<file path="src/core/capture_defs.svh">
// Constants for the input-capture timer: selects, encodings, reset values
`ifndef CAPTURE_DEFS_SVH
`define CAPTURE_DEFS_SVH
`define CNT_W          16
`define CNT_RESET      16'h0000
`define EDGE_RISE      2'h0
`define EDGE_FALL      2'h1
`define EDGE_BOTH      2'h2
`define SRC_F1         3'h0
`define SRC_F2         3'h1
`define SRC_F4         3'h2
`define SRC_F8         3'h3
`define SRC_F32        3'h4
`define SRC_EXT        3'h5
`define SRC_FAST       3'h6
`define SRC_FASTDIV    3'h7
`define FILT_MATCHES   2'h3
`define PRESCALE_W     5
`endif

</file>
<file path="src/core/capture_pkg.sv">
// Types shared by the input-capture timer
package capture_pkg;
  typedef logic [15:0] count_t;  // Counter and register width
  typedef logic [1:0]  edge_t;   // Edge select field
  typedef logic [2:0]  src_t;    // Count source select
endpackage : capture_pkg

</file>
<file path="src/core/capture_filter.sv">
// Two-stage synchroniser plus optional three-sample digital filter
`timescale 1ns/1ps
`include "capture_defs.svh"
module capture_filter (
  input  wire logic clk_i,      // Timer clock
  input  wire logic reset_i,    // Async reset, active high
  input  wire logic enable_i,   // Clock enable
  input  wire logic filter_en_i,// Filter on
  input  wire logic sample_i,   // Sampling strobe for filter
  input  wire logic pin_i,      // Raw asynchronous pin
  output logic      level_o     // Cleaned level
);
  logic       sync_a;   // First stage, read only by sync_b
  logic       sync_b;   // Second stage
  logic [1:0] run;      // Matching samples so far
  logic       filt;     // Filtered level
  wire        differ = (sync_b != filt);  // New level seen
  wire        done   = (run == `FILT_MATCHES - 2'h1);  // Third match
  // Synchroniser
  always_ff @(posedge clk_i or posedge reset_i) begin
    if (reset_i) begin
      sync_a <= 1'b0;
      sync_b <= 1'b0;
    end else if (enable_i) begin
      sync_a <= pin_i;
      sync_b <= sync_a;
    end
  end
  // Filter: accept level after three consecutive matches
  always_ff @(posedge clk_i or posedge reset_i) begin
    if (reset_i) begin
      run  <= 2'h0;
      filt <= 1'b0;
    end else if (enable_i && sample_i) begin
      if (!differ) begin
        run <= 2'h0;
      end else if (done) begin
        filt <= sync_b;
        run  <= 2'h0;
      end else begin
        run <= run + 2'h1;
      end
    end
  end
  assign level_o = filter_en_i ? filt : sync_b;  // Filter bypass when off
endmodule : capture_filter

</file>
<file path="src/core/timer_input_capture.sv">
// Sixteen-bit up-counter with four input-capture general registers
// Contract
// - Valid pin edge copies counter into register
// - Each pin independently enabled for capture
// - Register A may trigger from slow oscillator
// - Count source: five dividers, two fast, external
// - Increment per source event; free-run wraps
// - Clear on A match when clear-select set
// - Run bit high starts counting
// - Run bit low holds counter value
// - Capture raises interrupt request pulse
// - Overflow raises interrupt request pulse
// - Counter value always readable
// - Software write loads counter
// - Edge selectable rising, falling or both
// - Clear on A match or on capture
// - Buffer and filter individually selectable
// - Buffering moves A/B into C/D on capture
// - Filter needs three matching samples
// - Edge code 00 rise, 01 fall, 10 both
// - Source select 0 oscillator, 1 pin
`timescale 1ns/1ps
`include "capture_defs.svh"
module timer_input_capture (
  input  wire logic              clk_i,             // Timer clock 100 MHz
  input  wire logic              reset_i,           // Async reset, active high
  input  wire logic              enable_i,          // Clock enable
  input  wire logic              count_run_bit_i,   // Counting enabled
  input  wire capture_pkg::src_t count_src_i,       // Count source select
  input  wire logic              counter_clear_select_i, // 1: clear on A match
  input  wire logic              clear_on_capture_i,// With clear-select 0: clear on capture
  input  wire logic [3:0]        capture_en_i,      // Per-pin capture enable
  input  wire logic [7:0]        edge_sel_i,        // Two bits per register, A low
  input  wire logic              capture_source_select_a_i, // 0 oscillator, 1 pin
  input  wire logic              buffer_enable_c_i, // C buffers A
  input  wire logic              buffer_enable_d_i, // D buffers B
  input  wire logic [3:0]        filter_en_i,       // Per-input filter enable
  input  wire logic [3:0]        capture_input_pin_i, // Capture pins A..D
  input  wire logic              slow_oscillator_trigger_i, // Internal trigger
  input  wire logic              external_count_clock_pin_i, // External count clock
  input  wire logic              fast_oscillator_clock_i,    // Fast osc tick
  input  wire logic              fast_oscillator_divided_i,  // Divided fast tick
  input  wire logic              counter_wr_i,      // Load counter strobe
  input  wire capture_pkg::count_t counter_wdata_i, // Load value
  input  wire capture_pkg::count_t general_reg_a_wdata_i, // Compare value load
  input  wire logic              general_reg_a_wr_i, // Load register A
  output capture_pkg::count_t    up_counter_o,      // Counter value
  output capture_pkg::count_t    general_reg_a_o,   // Register A
  output capture_pkg::count_t    general_reg_b_o,   // Register B
  output capture_pkg::count_t    general_reg_c_o,   // Register C
  output capture_pkg::count_t    general_reg_d_o,   // Register D
  output logic [3:0]             capture_irq_o,     // Capture pulse per register
  output logic                   overflow_irq_o     // Overflow pulse
);
  import capture_pkg::*;

  count_t                  up_counter;       // Running count
  count_t                  capture_general_reg [4];  // Registers A..D
  logic [`PRESCALE_W-1:0]  prescale;         // Divider for system sources
  logic [3:0]              level_prev;       // Previous filtered levels
  logic                    ext_prev;         // Previous external clock level
  logic                    fast_prev;        // Previous fast tick
  logic                    fdiv_prev;        // Previous divided fast tick
  logic [2:0]              fast_sync;        // Fast osc sync chain
  logic [2:0]              fdiv_sync;        // Divided fast sync chain
  logic [1:0]              ext_sync;         // External clock sync
  logic [3:0]              capture_irq;      // Capture pulses
  logic                    overflow_irq;     // Overflow pulse
  logic [3:0]              level;            // Filtered input levels
  logic [3:0]              raw_in;           // Selected trigger inputs
  logic [3:0]              hit;              // Capture event per register
  logic                    tick;             // Count source event
  count_t                  next_counter;     // Counter next value

  // Register A picks oscillator or pin
  assign raw_in[0] = capture_source_select_a_i ? capture_input_pin_i[0]
                                               : slow_oscillator_trigger_i;
  assign raw_in[3:1] = capture_input_pin_i[3:1];

  // Per-input synchroniser and filter, edge detection
  genvar g;
  generate
    for (g = 0; g < 4; g++) begin : g_in
      wire [1:0] es   = edge_sel_i[2*g+1:2*g];
      wire       rise = level[g] & ~level_prev[g];
      wire       fall = ~level[g] & level_prev[g];
      capture_filter u_filt (
        .clk_i       (clk_i),
        .reset_i     (reset_i),
        .enable_i    (enable_i),
        .filter_en_i (filter_en_i[g]),
        .sample_i    (1'b1),
        .pin_i       (raw_in[g]),
        .level_o     (level[g])
      );
      // Edge code decode
      assign hit[g] = capture_en_i[g] &&
                      ((es == `EDGE_RISE && rise) ||
                       (es == `EDGE_FALL && fall) ||
                       (es == `EDGE_BOTH && (rise || fall)));
    end
  endgenerate

  // Divider taps for system sources
  wire div_wrap = 1'b1;
  wire tap_f2  = prescale[0];
  wire tap_f4  = &prescale[1:0];
  wire tap_f8  = &prescale[2:0];
  wire tap_f32 = &prescale[4:0];
  wire ext_edge  = ext_sync[1] & ~ext_prev;
  wire fast_edge = fast_sync[2] & ~fast_prev;
  wire fdiv_edge = fdiv_sync[2] & ~fdiv_prev;

  // Count source select
  always_comb begin
    case (count_src_i)
      `SRC_F1:      tick = div_wrap;
      `SRC_F2:      tick = tap_f2;
      `SRC_F4:      tick = tap_f4;
      `SRC_F8:      tick = tap_f8;
      `SRC_F32:     tick = tap_f32;
      `SRC_EXT:     tick = ext_edge;
      `SRC_FAST:    tick = fast_edge;
      `SRC_FASTDIV: tick = fdiv_edge;
      default:      tick = 1'b0;
    endcase
  end

  // Clear and overflow decisions
  wire counting   = count_run_bit_i & tick;
  wire at_max     = (up_counter == 16'hffff);
  wire match_a    = counter_clear_select_i &&
                    (up_counter == capture_general_reg[0]);
  wire any_hit    = |hit;
  wire cap_clear  = !counter_clear_select_i && clear_on_capture_i && any_hit;
  wire overflow   = counting && at_max && !match_a;

  // Counter next value; capture clear over write over count
  always_comb begin
    if (cap_clear) begin
      next_counter = `CNT_RESET;
    end else if (counter_wr_i) begin
      next_counter = counter_wdata_i;
    end else if (counting && match_a) begin
      next_counter = `CNT_RESET;
    end else if (counting) begin
      next_counter = up_counter + 16'h0001;
    end else begin
      next_counter = up_counter;
    end
  end

  // Counter register
  always_ff @(posedge clk_i or posedge reset_i) begin
    if (reset_i) begin
      up_counter <= `CNT_RESET;
    end else if (enable_i) begin
      up_counter <= next_counter;
    end
  end

  // Prescaler runs freely for system-clock dividers
  always_ff @(posedge clk_i or posedge reset_i) begin
    if (reset_i) begin
      prescale <= '0;
    end else if (enable_i) begin
      prescale <= prescale + 5'h01;
    end
  end

  // Synchronise external and oscillator clocks
  always_ff @(posedge clk_i or posedge reset_i) begin
    if (reset_i) begin
      ext_sync  <= 2'h0;
      fast_sync <= 3'h0;
      fdiv_sync <= 3'h0;
      ext_prev  <= 1'b0;
      fast_prev <= 1'b0;
      fdiv_prev <= 1'b0;
    end else if (enable_i) begin
      ext_sync  <= {ext_sync[0], external_count_clock_pin_i};
      fast_sync <= {fast_sync[1:0], fast_oscillator_clock_i};
      fdiv_sync <= {fdiv_sync[1:0], fast_oscillator_divided_i};
      ext_prev  <= ext_sync[1];
      fast_prev <= fast_sync[2];
      fdiv_prev <= fdiv_sync[2];
    end
  end

  // Previous levels for edge detect
  always_ff @(posedge clk_i or posedge reset_i) begin
    if (reset_i) begin
      level_prev <= 4'h0;
    end else if (enable_i) begin
      level_prev <= level;
    end
  end

  // Captures take the pre-write counter; buffering shifts A/B into C/D
  always_ff @(posedge clk_i or posedge reset_i) begin
    if (reset_i) begin
      for (int i = 0; i < 4; i++) begin
        capture_general_reg[i] <= `CNT_RESET;
      end
    end else if (enable_i) begin
      if (hit[0]) begin
        capture_general_reg[0] <= up_counter;
      end else if (general_reg_a_wr_i) begin
        capture_general_reg[0] <= general_reg_a_wdata_i;
      end
      if (hit[1]) begin
        capture_general_reg[1] <= up_counter;
      end
      if (buffer_enable_c_i) begin
        if (hit[0]) begin
          capture_general_reg[2] <= capture_general_reg[0];
        end
      end else if (hit[2]) begin
        capture_general_reg[2] <= up_counter;
      end
      if (buffer_enable_d_i) begin
        if (hit[1]) begin
          capture_general_reg[3] <= capture_general_reg[1];
        end
      end else if (hit[3]) begin
        capture_general_reg[3] <= up_counter;
      end
    end
  end

  // Interrupt pulses
  always_ff @(posedge clk_i or posedge reset_i) begin
    if (reset_i) begin
      capture_irq  <= 4'h0;
      overflow_irq <= 1'b0;
    end else if (enable_i) begin
      capture_irq  <= hit;
      overflow_irq <= overflow;
    end
  end

  assign up_counter_o    = up_counter;
  assign general_reg_a_o = capture_general_reg[0];
  assign general_reg_b_o = capture_general_reg[1];
  assign general_reg_c_o = capture_general_reg[2];
  assign general_reg_d_o = capture_general_reg[3];
  assign capture_irq_o   = capture_irq;
  assign overflow_irq_o  = overflow_irq;

  // Checks
  chk_capture_value: assert property (@(posedge clk_i) disable iff (reset_i)
    (enable_i && hit[1]) |=> general_reg_b_o == $past(up_counter))
    else $error("register B did not capture counter");
  chk_capture_irq: assert property (@(posedge clk_i) disable iff (reset_i)
    (enable_i && hit[0]) |=> capture_irq_o[0])
    else $error("capture interrupt missing");
  chk_overflow_wrap: assert property (@(posedge clk_i) disable iff (reset_i)
    (enable_i && overflow && !counter_wr_i && !cap_clear) |=>
      (up_counter_o == 16'h0000 && overflow_irq_o))
    else $error("overflow did not wrap and flag");
  chk_stop_hold: assert property (@(posedge clk_i) disable iff (reset_i)
    (enable_i && !count_run_bit_i && !counter_wr_i && !cap_clear) |=>
      $stable(up_counter_o))
    else $error("counter moved while stopped");
  chk_write_load: assert property (@(posedge clk_i) disable iff (reset_i)
    (enable_i && counter_wr_i && !cap_clear) |=>
      up_counter_o == $past(counter_wdata_i))
    else $error("counter write not loaded");
  chk_match_clear: assert property (@(posedge clk_i) disable iff (reset_i)
    (enable_i && counting && match_a && !counter_wr_i) |=>
      up_counter_o == 16'h0000)
    else $error("A match did not clear counter");
  chk_buffer_shift: assert property (@(posedge clk_i) disable iff (reset_i)
    (enable_i && buffer_enable_c_i && hit[0]) |=>
      general_reg_c_o == $past(capture_general_reg[0]))
    else $error("buffer did not shift A into C");
  chk_run_count: assert property (@(posedge clk_i) disable iff (reset_i)
    (enable_i && counting && !at_max && !match_a && !counter_wr_i && !cap_clear)
      |=> up_counter_o == $past(up_counter) + 16'h0001)
    else $error("counter did not increment");
  chk_capture_a_value: assert property (@(posedge clk_i) disable iff (reset_i)
    (enable_i && hit[0]) |=>
      general_reg_a_o == $past(up_counter_o))
    else $error("register A did not take pre-write counter");
  chk_capture_gate: assert property (@(posedge clk_i) disable iff (reset_i)
    (enable_i && !capture_en_i[1]) |=>
      (!capture_irq_o[1] && $stable(general_reg_b_o)))
    else $error("disabled register B still captured");
  chk_reserved_code: assert property (@(posedge clk_i) disable iff (reset_i)
    (enable_i && edge_sel_i[3:2] == 2'h3) |=>
      !capture_irq_o[1])
    else $error("reserved edge code captured");
  chk_capture_clear: assert property (@(posedge clk_i) disable iff (reset_i)
    (enable_i && cap_clear) |=>
      up_counter_o == `CNT_RESET)
    else $error("capture did not clear counter");
  chk_rise_capture: assert property (@(posedge clk_i) disable iff (reset_i)
    (enable_i && capture_en_i[1] && edge_sel_i[3:2] == `EDGE_RISE && $rose(level[1]))
      |-> hit[1])
    else $error("rising edge on B not taken");
endmodule : timer_input_capture

</file>
<file path="config.mk">
export PLATFORM = sky130hd
export DESIGN_NAME = timer_input_capture
export DESIGN_NICKNAME = d
export VERILOG_FILES = /design/src/core/capture_pkg.sv /design/src/core/capture_filter.sv /design/src/core/timer_input_capture.sv
export VERILOG_INCLUDE_DIRS = /design/src /design/src/core
export SDC_FILE = /design/constraint.sdc
export NUM_CORES = 1
export LEC_CHECK = 0
export ABC_AREA = 1
export ABC_CLOCK_PERIOD_IN_PS = 7300
export BUFFER_PORTS_ARGS = -buffer_cell sky130_fd_sc_hd__buf_2
export CAP_MARGIN = 20
export CORE_ASPECT_RATIO = 1.1
export CORE_MARGIN = 2
export CORE_UTILIZATION = 33
export CTS_CLUSTER_SIZE = 40
export DETAILED_ROUTE_END_ITERATION = 10
export HOLD_SLACK_MARGIN = 0.1
export PLACE_DENSITY_LB_ADDON = 0.15
export SLEW_MARGIN = 20
export SYNTH_ARGS = -nofsm -noshare
export SYNTH_HDL_FRONTEND = slang
export SYNTH_HIERARCHICAL = 1
export SYNTH_SLANG_ARGS = --single-unit
export TNS_END_PERCENT = 100
</file>
<file path="constraint.sdc">
create_clock -name clk_i -period 7.3 [get_ports clk_i]
set_clock_uncertainty 0.15 [all_clocks]
set_input_delay 1.46 -clock clk_i [delete_from_list [all_inputs] [get_ports clk_i]]
set_output_delay 1.46 -clock clk_i [all_outputs]
set_load 0.05 [all_outputs]
</file>
==> results by stage <==
Worst setup path:
- The startpoint identified for the worst register-to-register timing path is g_in[0].u_filt/sync_b$_DFFE_PP0P_.
- Walking the worst path, the cells encountered are buf_2 > o21ai_0 > ha_1 > o21ai_0 > nand3_1 > inv_2 > nand2_1 > nand2_1 > o211ai_1 > o21ai_0.
- For the worst setup path, the data arrival time is 4.18 ns.
- The category of the most critical setup path is in -> reg.
- In this design, the largest share of critical-path delay is due to simple AND/OR/NAND/NOR gates.
- The number of buffer and inverter stages on the critical path is 2.
- In this design, the critical path's most frequently occurring cell is o21ai_0.
- STA classifies the critical path endpoint as a register.
- The maximum cell stage delay along the critical path is 0.71 ns.
- The highest fanout seen on the critical path is 33.
- The worst setup path is launched from an input pin.
- The standard cell with the maximum stage delay on the critical path is nand2_1.
- The required time at the worst-slack endpoint is 7.47 ns.
- In this run the worst setup path begins at filter_en_i[0].

Power and ir drop:
- The design draws 3.25 mW.
- The cell area power density is 390 mW/mm2.
- The worst IR drop on VDD is 0.195 mV.
- The leakage dissipation is 4.36 nW.

Clocking:
- For this design, the sink count on the clock tree is 125.
- The clock insertion delay at the later pin of the skew report is 0.43 ns.
- The clock transition at the register clock pins on the worst setup and hold paths after CTS is 0.06 ns.
- The count of cells resized by post-cts repair is 0.
- The root buffer cell chosen for the clock tree is clkbuf_16.
- In this run the number of H-tree levels came out at 4.
- The hold buffer count at cts is 0.
- Counting the buffers created by CTS gives 17.
- The largest buffer count on any clock path is 2.
- TritonCTS built the clock tree.
- The total setup buffers inserted after CTS is 0.

STA:
- For the pin with the worst max-slew slack, the measured transition is 0.952 ns.
- The final critical path takes up 54.9% of the cycle.
- The final count of pins violating max slew came to 0.
- Setup violations remaining at the end of the flow were counted as 0.
- Setup repair after global routing left no endpoint under its margin.
- In this run the tightest slew margin relative to its limit is 36.5%.
- The worst path in the final design needs a cycle of 4.01 ns, including I/O delays and setup.
- In the final timing run, aggregate negative setup slack is 0 ns.
- The peak clock frequency supported by timing is 0.249 GHz.
- The number of hold-slack violations in the final timing report is 0.

Global route:
- For this run the aggregate overflow at the end of global routing stands at 0.
- The number of antenna violations at the first check in global routing is 5.
- The pin count of the biggest net entering global routing is 71.
- The total global-route track usage is 18.6%.
- The global-route wire length before repair is 31,100 um.
- The via count of the first global-routing pass is 5,764.

Hold path:
- The worst hold path begins at fdiv_sync[0]$_DFFE_PP0P_.
- The class of the worst hold path is reg -> reg.

Synthesis:
- The count of different cell masters after synthesis is 40.
- The post-synthesis async set-or-reset flop share is 100%.
- Sequential cells were found to cover 47.1% of the synthesized design area.
- For this run, the leading register cell type out of synthesis is dfrtp_1.
- Yosys mapped a number of flops with a built-in enable equal to 0.
- The number of warnings reported in the yosys synthesis log is 6.
- The gate count after technology mapping is 883.
- The average cell area after synthesis is 7.52 um2.
- Synthesis inferred 125 register bits.
- The post-synth design cell area is 0.00664 mm2.

Floorplanning:
- After floorplanning, the core was divided into 54 placement rows.
- The vertical extent of the die is 153 um.
- After floorplanning, the core was sized to cover 0.0198 mm2.
- For this configuration, the core starts out at a cell density of 33.5%.
- The overall die width is 139 um.
- The number of top-level design ports is 155.
- The die outline area is 0.0213 mm2.

Job:
- Across the run, the number of max-cap violations was 0.

Final layout:
- The area added between synthesis and finish is 25.4%.
- In the final layout, the share of cells above drive strength 1 is 22.2%.
- The fill cell total of the finished layout is 2,118.
- For this run, the number of standard cells in the final layout without fillers is 1,297.
- Leaving out fill and tap cells, the most frequent cells in the layout are nand2_1, buf_2, dfrtp_1.
- For this run, the post-layout net count is 1,110.
- The most common library cell in the layout ignoring fill and taps is nand2_1.

Placement:
- During placement, the flow inserted port buffers numbering 154.
- Including well taps, the total number of placed cells is 1,261.
- Once detailed placement completed, the half-perimeter wirelength came to 13,800 um.
- The final weighted congestion in routability-driven placement is 0.775.

Status:
- The flow ran to the end, and the final reports show no timing, DRC or antenna violations.

Route:
- The total routed wirelength is 19,000 um.
- The via density per instance is 4.67.
- In the routed design, unresolved DRC markers number 0.
- The initial DRC count is 350.
- The final antenna-violating net count is 0.
- The number of optimization iterations in the first detailed-route pass is 4.
- The average detailed-routed wire length per instance is 14.6 um.
- Detailed routing inserted a total of 6,058 vias.
==> area by class of cell <==
type	instances	area, um2	share of cell area, %
Antenna cell	4	10.0	0.120
Clock buffer	19	453	5.44
Clock inverter	13	259	3.11
Inverter	96	368	4.42
Multi-Input combinational cell	632	3010	36.1
Sequential cell	125	3130	37.6
Tap cell	252	315	3.79
Timing Repair Buffer	156	786	9.43
==> synthesized netlist by cell type (12+ instances only) <==
| cell type | number | area share [%] |
|---|---|---|
| o211ai_1 | 15 | 1.7 |
| ha_1 | 12 | 2.3 |
| nand2_1 | 320 | 18 |
| o21ai_0 | 114 | 8.6 |
| inv_1 | 79 | 4.5 |
| clkbuf_1 | 22 | 1.2 |
| dfrtp_1 | 125 | 47 |
| a21oi_1 | 22 | 1.7 |
| nor2_1 | 51 | 2.9 |
| nand4_1 | 12 | 1.1 |
| nand3_1 | 30 | 2.3 |
==> stage by stage <==
step	hold WS, ns	worst slack (ns)	util, %	instance area [um2]
global placement	0.304	2.97	38.4	7600
floorplan	0.292	2.93	-	6650
global route	0.349	2.90	42.0	8320
finish	0.317	3.29	42.1	8330
CTS	0.324	3.32	42.0	8310
detailed placement	0.308	2.88	38.4	7600
==> worst min-delay path: stages (launching register included) <==
cell	delay [ns]
dfrtp_1	0.34
nand2_1	0.05
nand2_1	0.05
==> power by group <==
part	internal, mW	leakage, nW	switching (mW)
registers	0.883	1.57	0.169
logic	0.282	2.44	0.883
clock network	0.696	0.348	0.333
total	1.86	4.36	1.39
==> state kept, by name (all words and copies together) (netlist names), 3 cells and up <==
signal	count
level_prev	4
fast_sync	3
prescale	5
general_reg_c_o	16
general_reg_b_o	16
general_reg_a_o	16
general_reg_d_o	16
up_counter_o	16
capture_irq_o	4
g_in.u_filt/sync_a	4
fdiv_sync	3
g_in.u_filt/sync_b	4
g_in.u_filt/filt	4
g_in.u_filt/run	8
==> routing by layer <==
metal	track usage, %	vias to the layer above	part of all wire (%)
met1	24.7	2762	46
met4	6.54	2	1.9
met2	29.0	159	46
met3	5.22	24	6.3
met5	0	-	0.037
li1	-	3111	-
==> logic make-up (layout without fill, tap and decap cells) <==
| family | Yosys count | count (layout) | share of synthesized area [%] |
|---|---|---|---|
| xor gates and xnor gates | 10 | 10 | 1.32 |
| adders and majority gates | 12 | 12 | 2.26 |
| and+or+nand+nor | 441 | 441 | 27.9 |
| other | 1 | 8 | 0.0565 |
| DFF | 125 | 125 | 47.1 |
| AOI/OAI and AO/OA | 164 | 164 | 13.3 |
| muxes | 1 | 1 | 0.170 |
| buffers and inverters | 129 | 284 | 7.91 |
==> path summary, 6_finish.rpt <==
path,end,slack (ns),cells after the start
max in group asynchronous,general_reg_d_o[4]$_DFFE_PP0P_,4.69,3
worst min-delay path,fdiv_sync[0]$_DFFE_PP0P_,0.32,2
worst max register to register,general_reg_a_o[4]$_DFFE_PP0P_,4.00,10
worst min register to register,fdiv_sync[0]$_DFFE_PP0P_,0.32,2
worst max-delay path,general_reg_a_o[4]$_DFFE_PP0P_,3.29,10
min in group asynchronous,g_in[3].u_filt/sync_a$_DFFE_PP0P_,0.83,2
(Power assumes the default switching activity.)
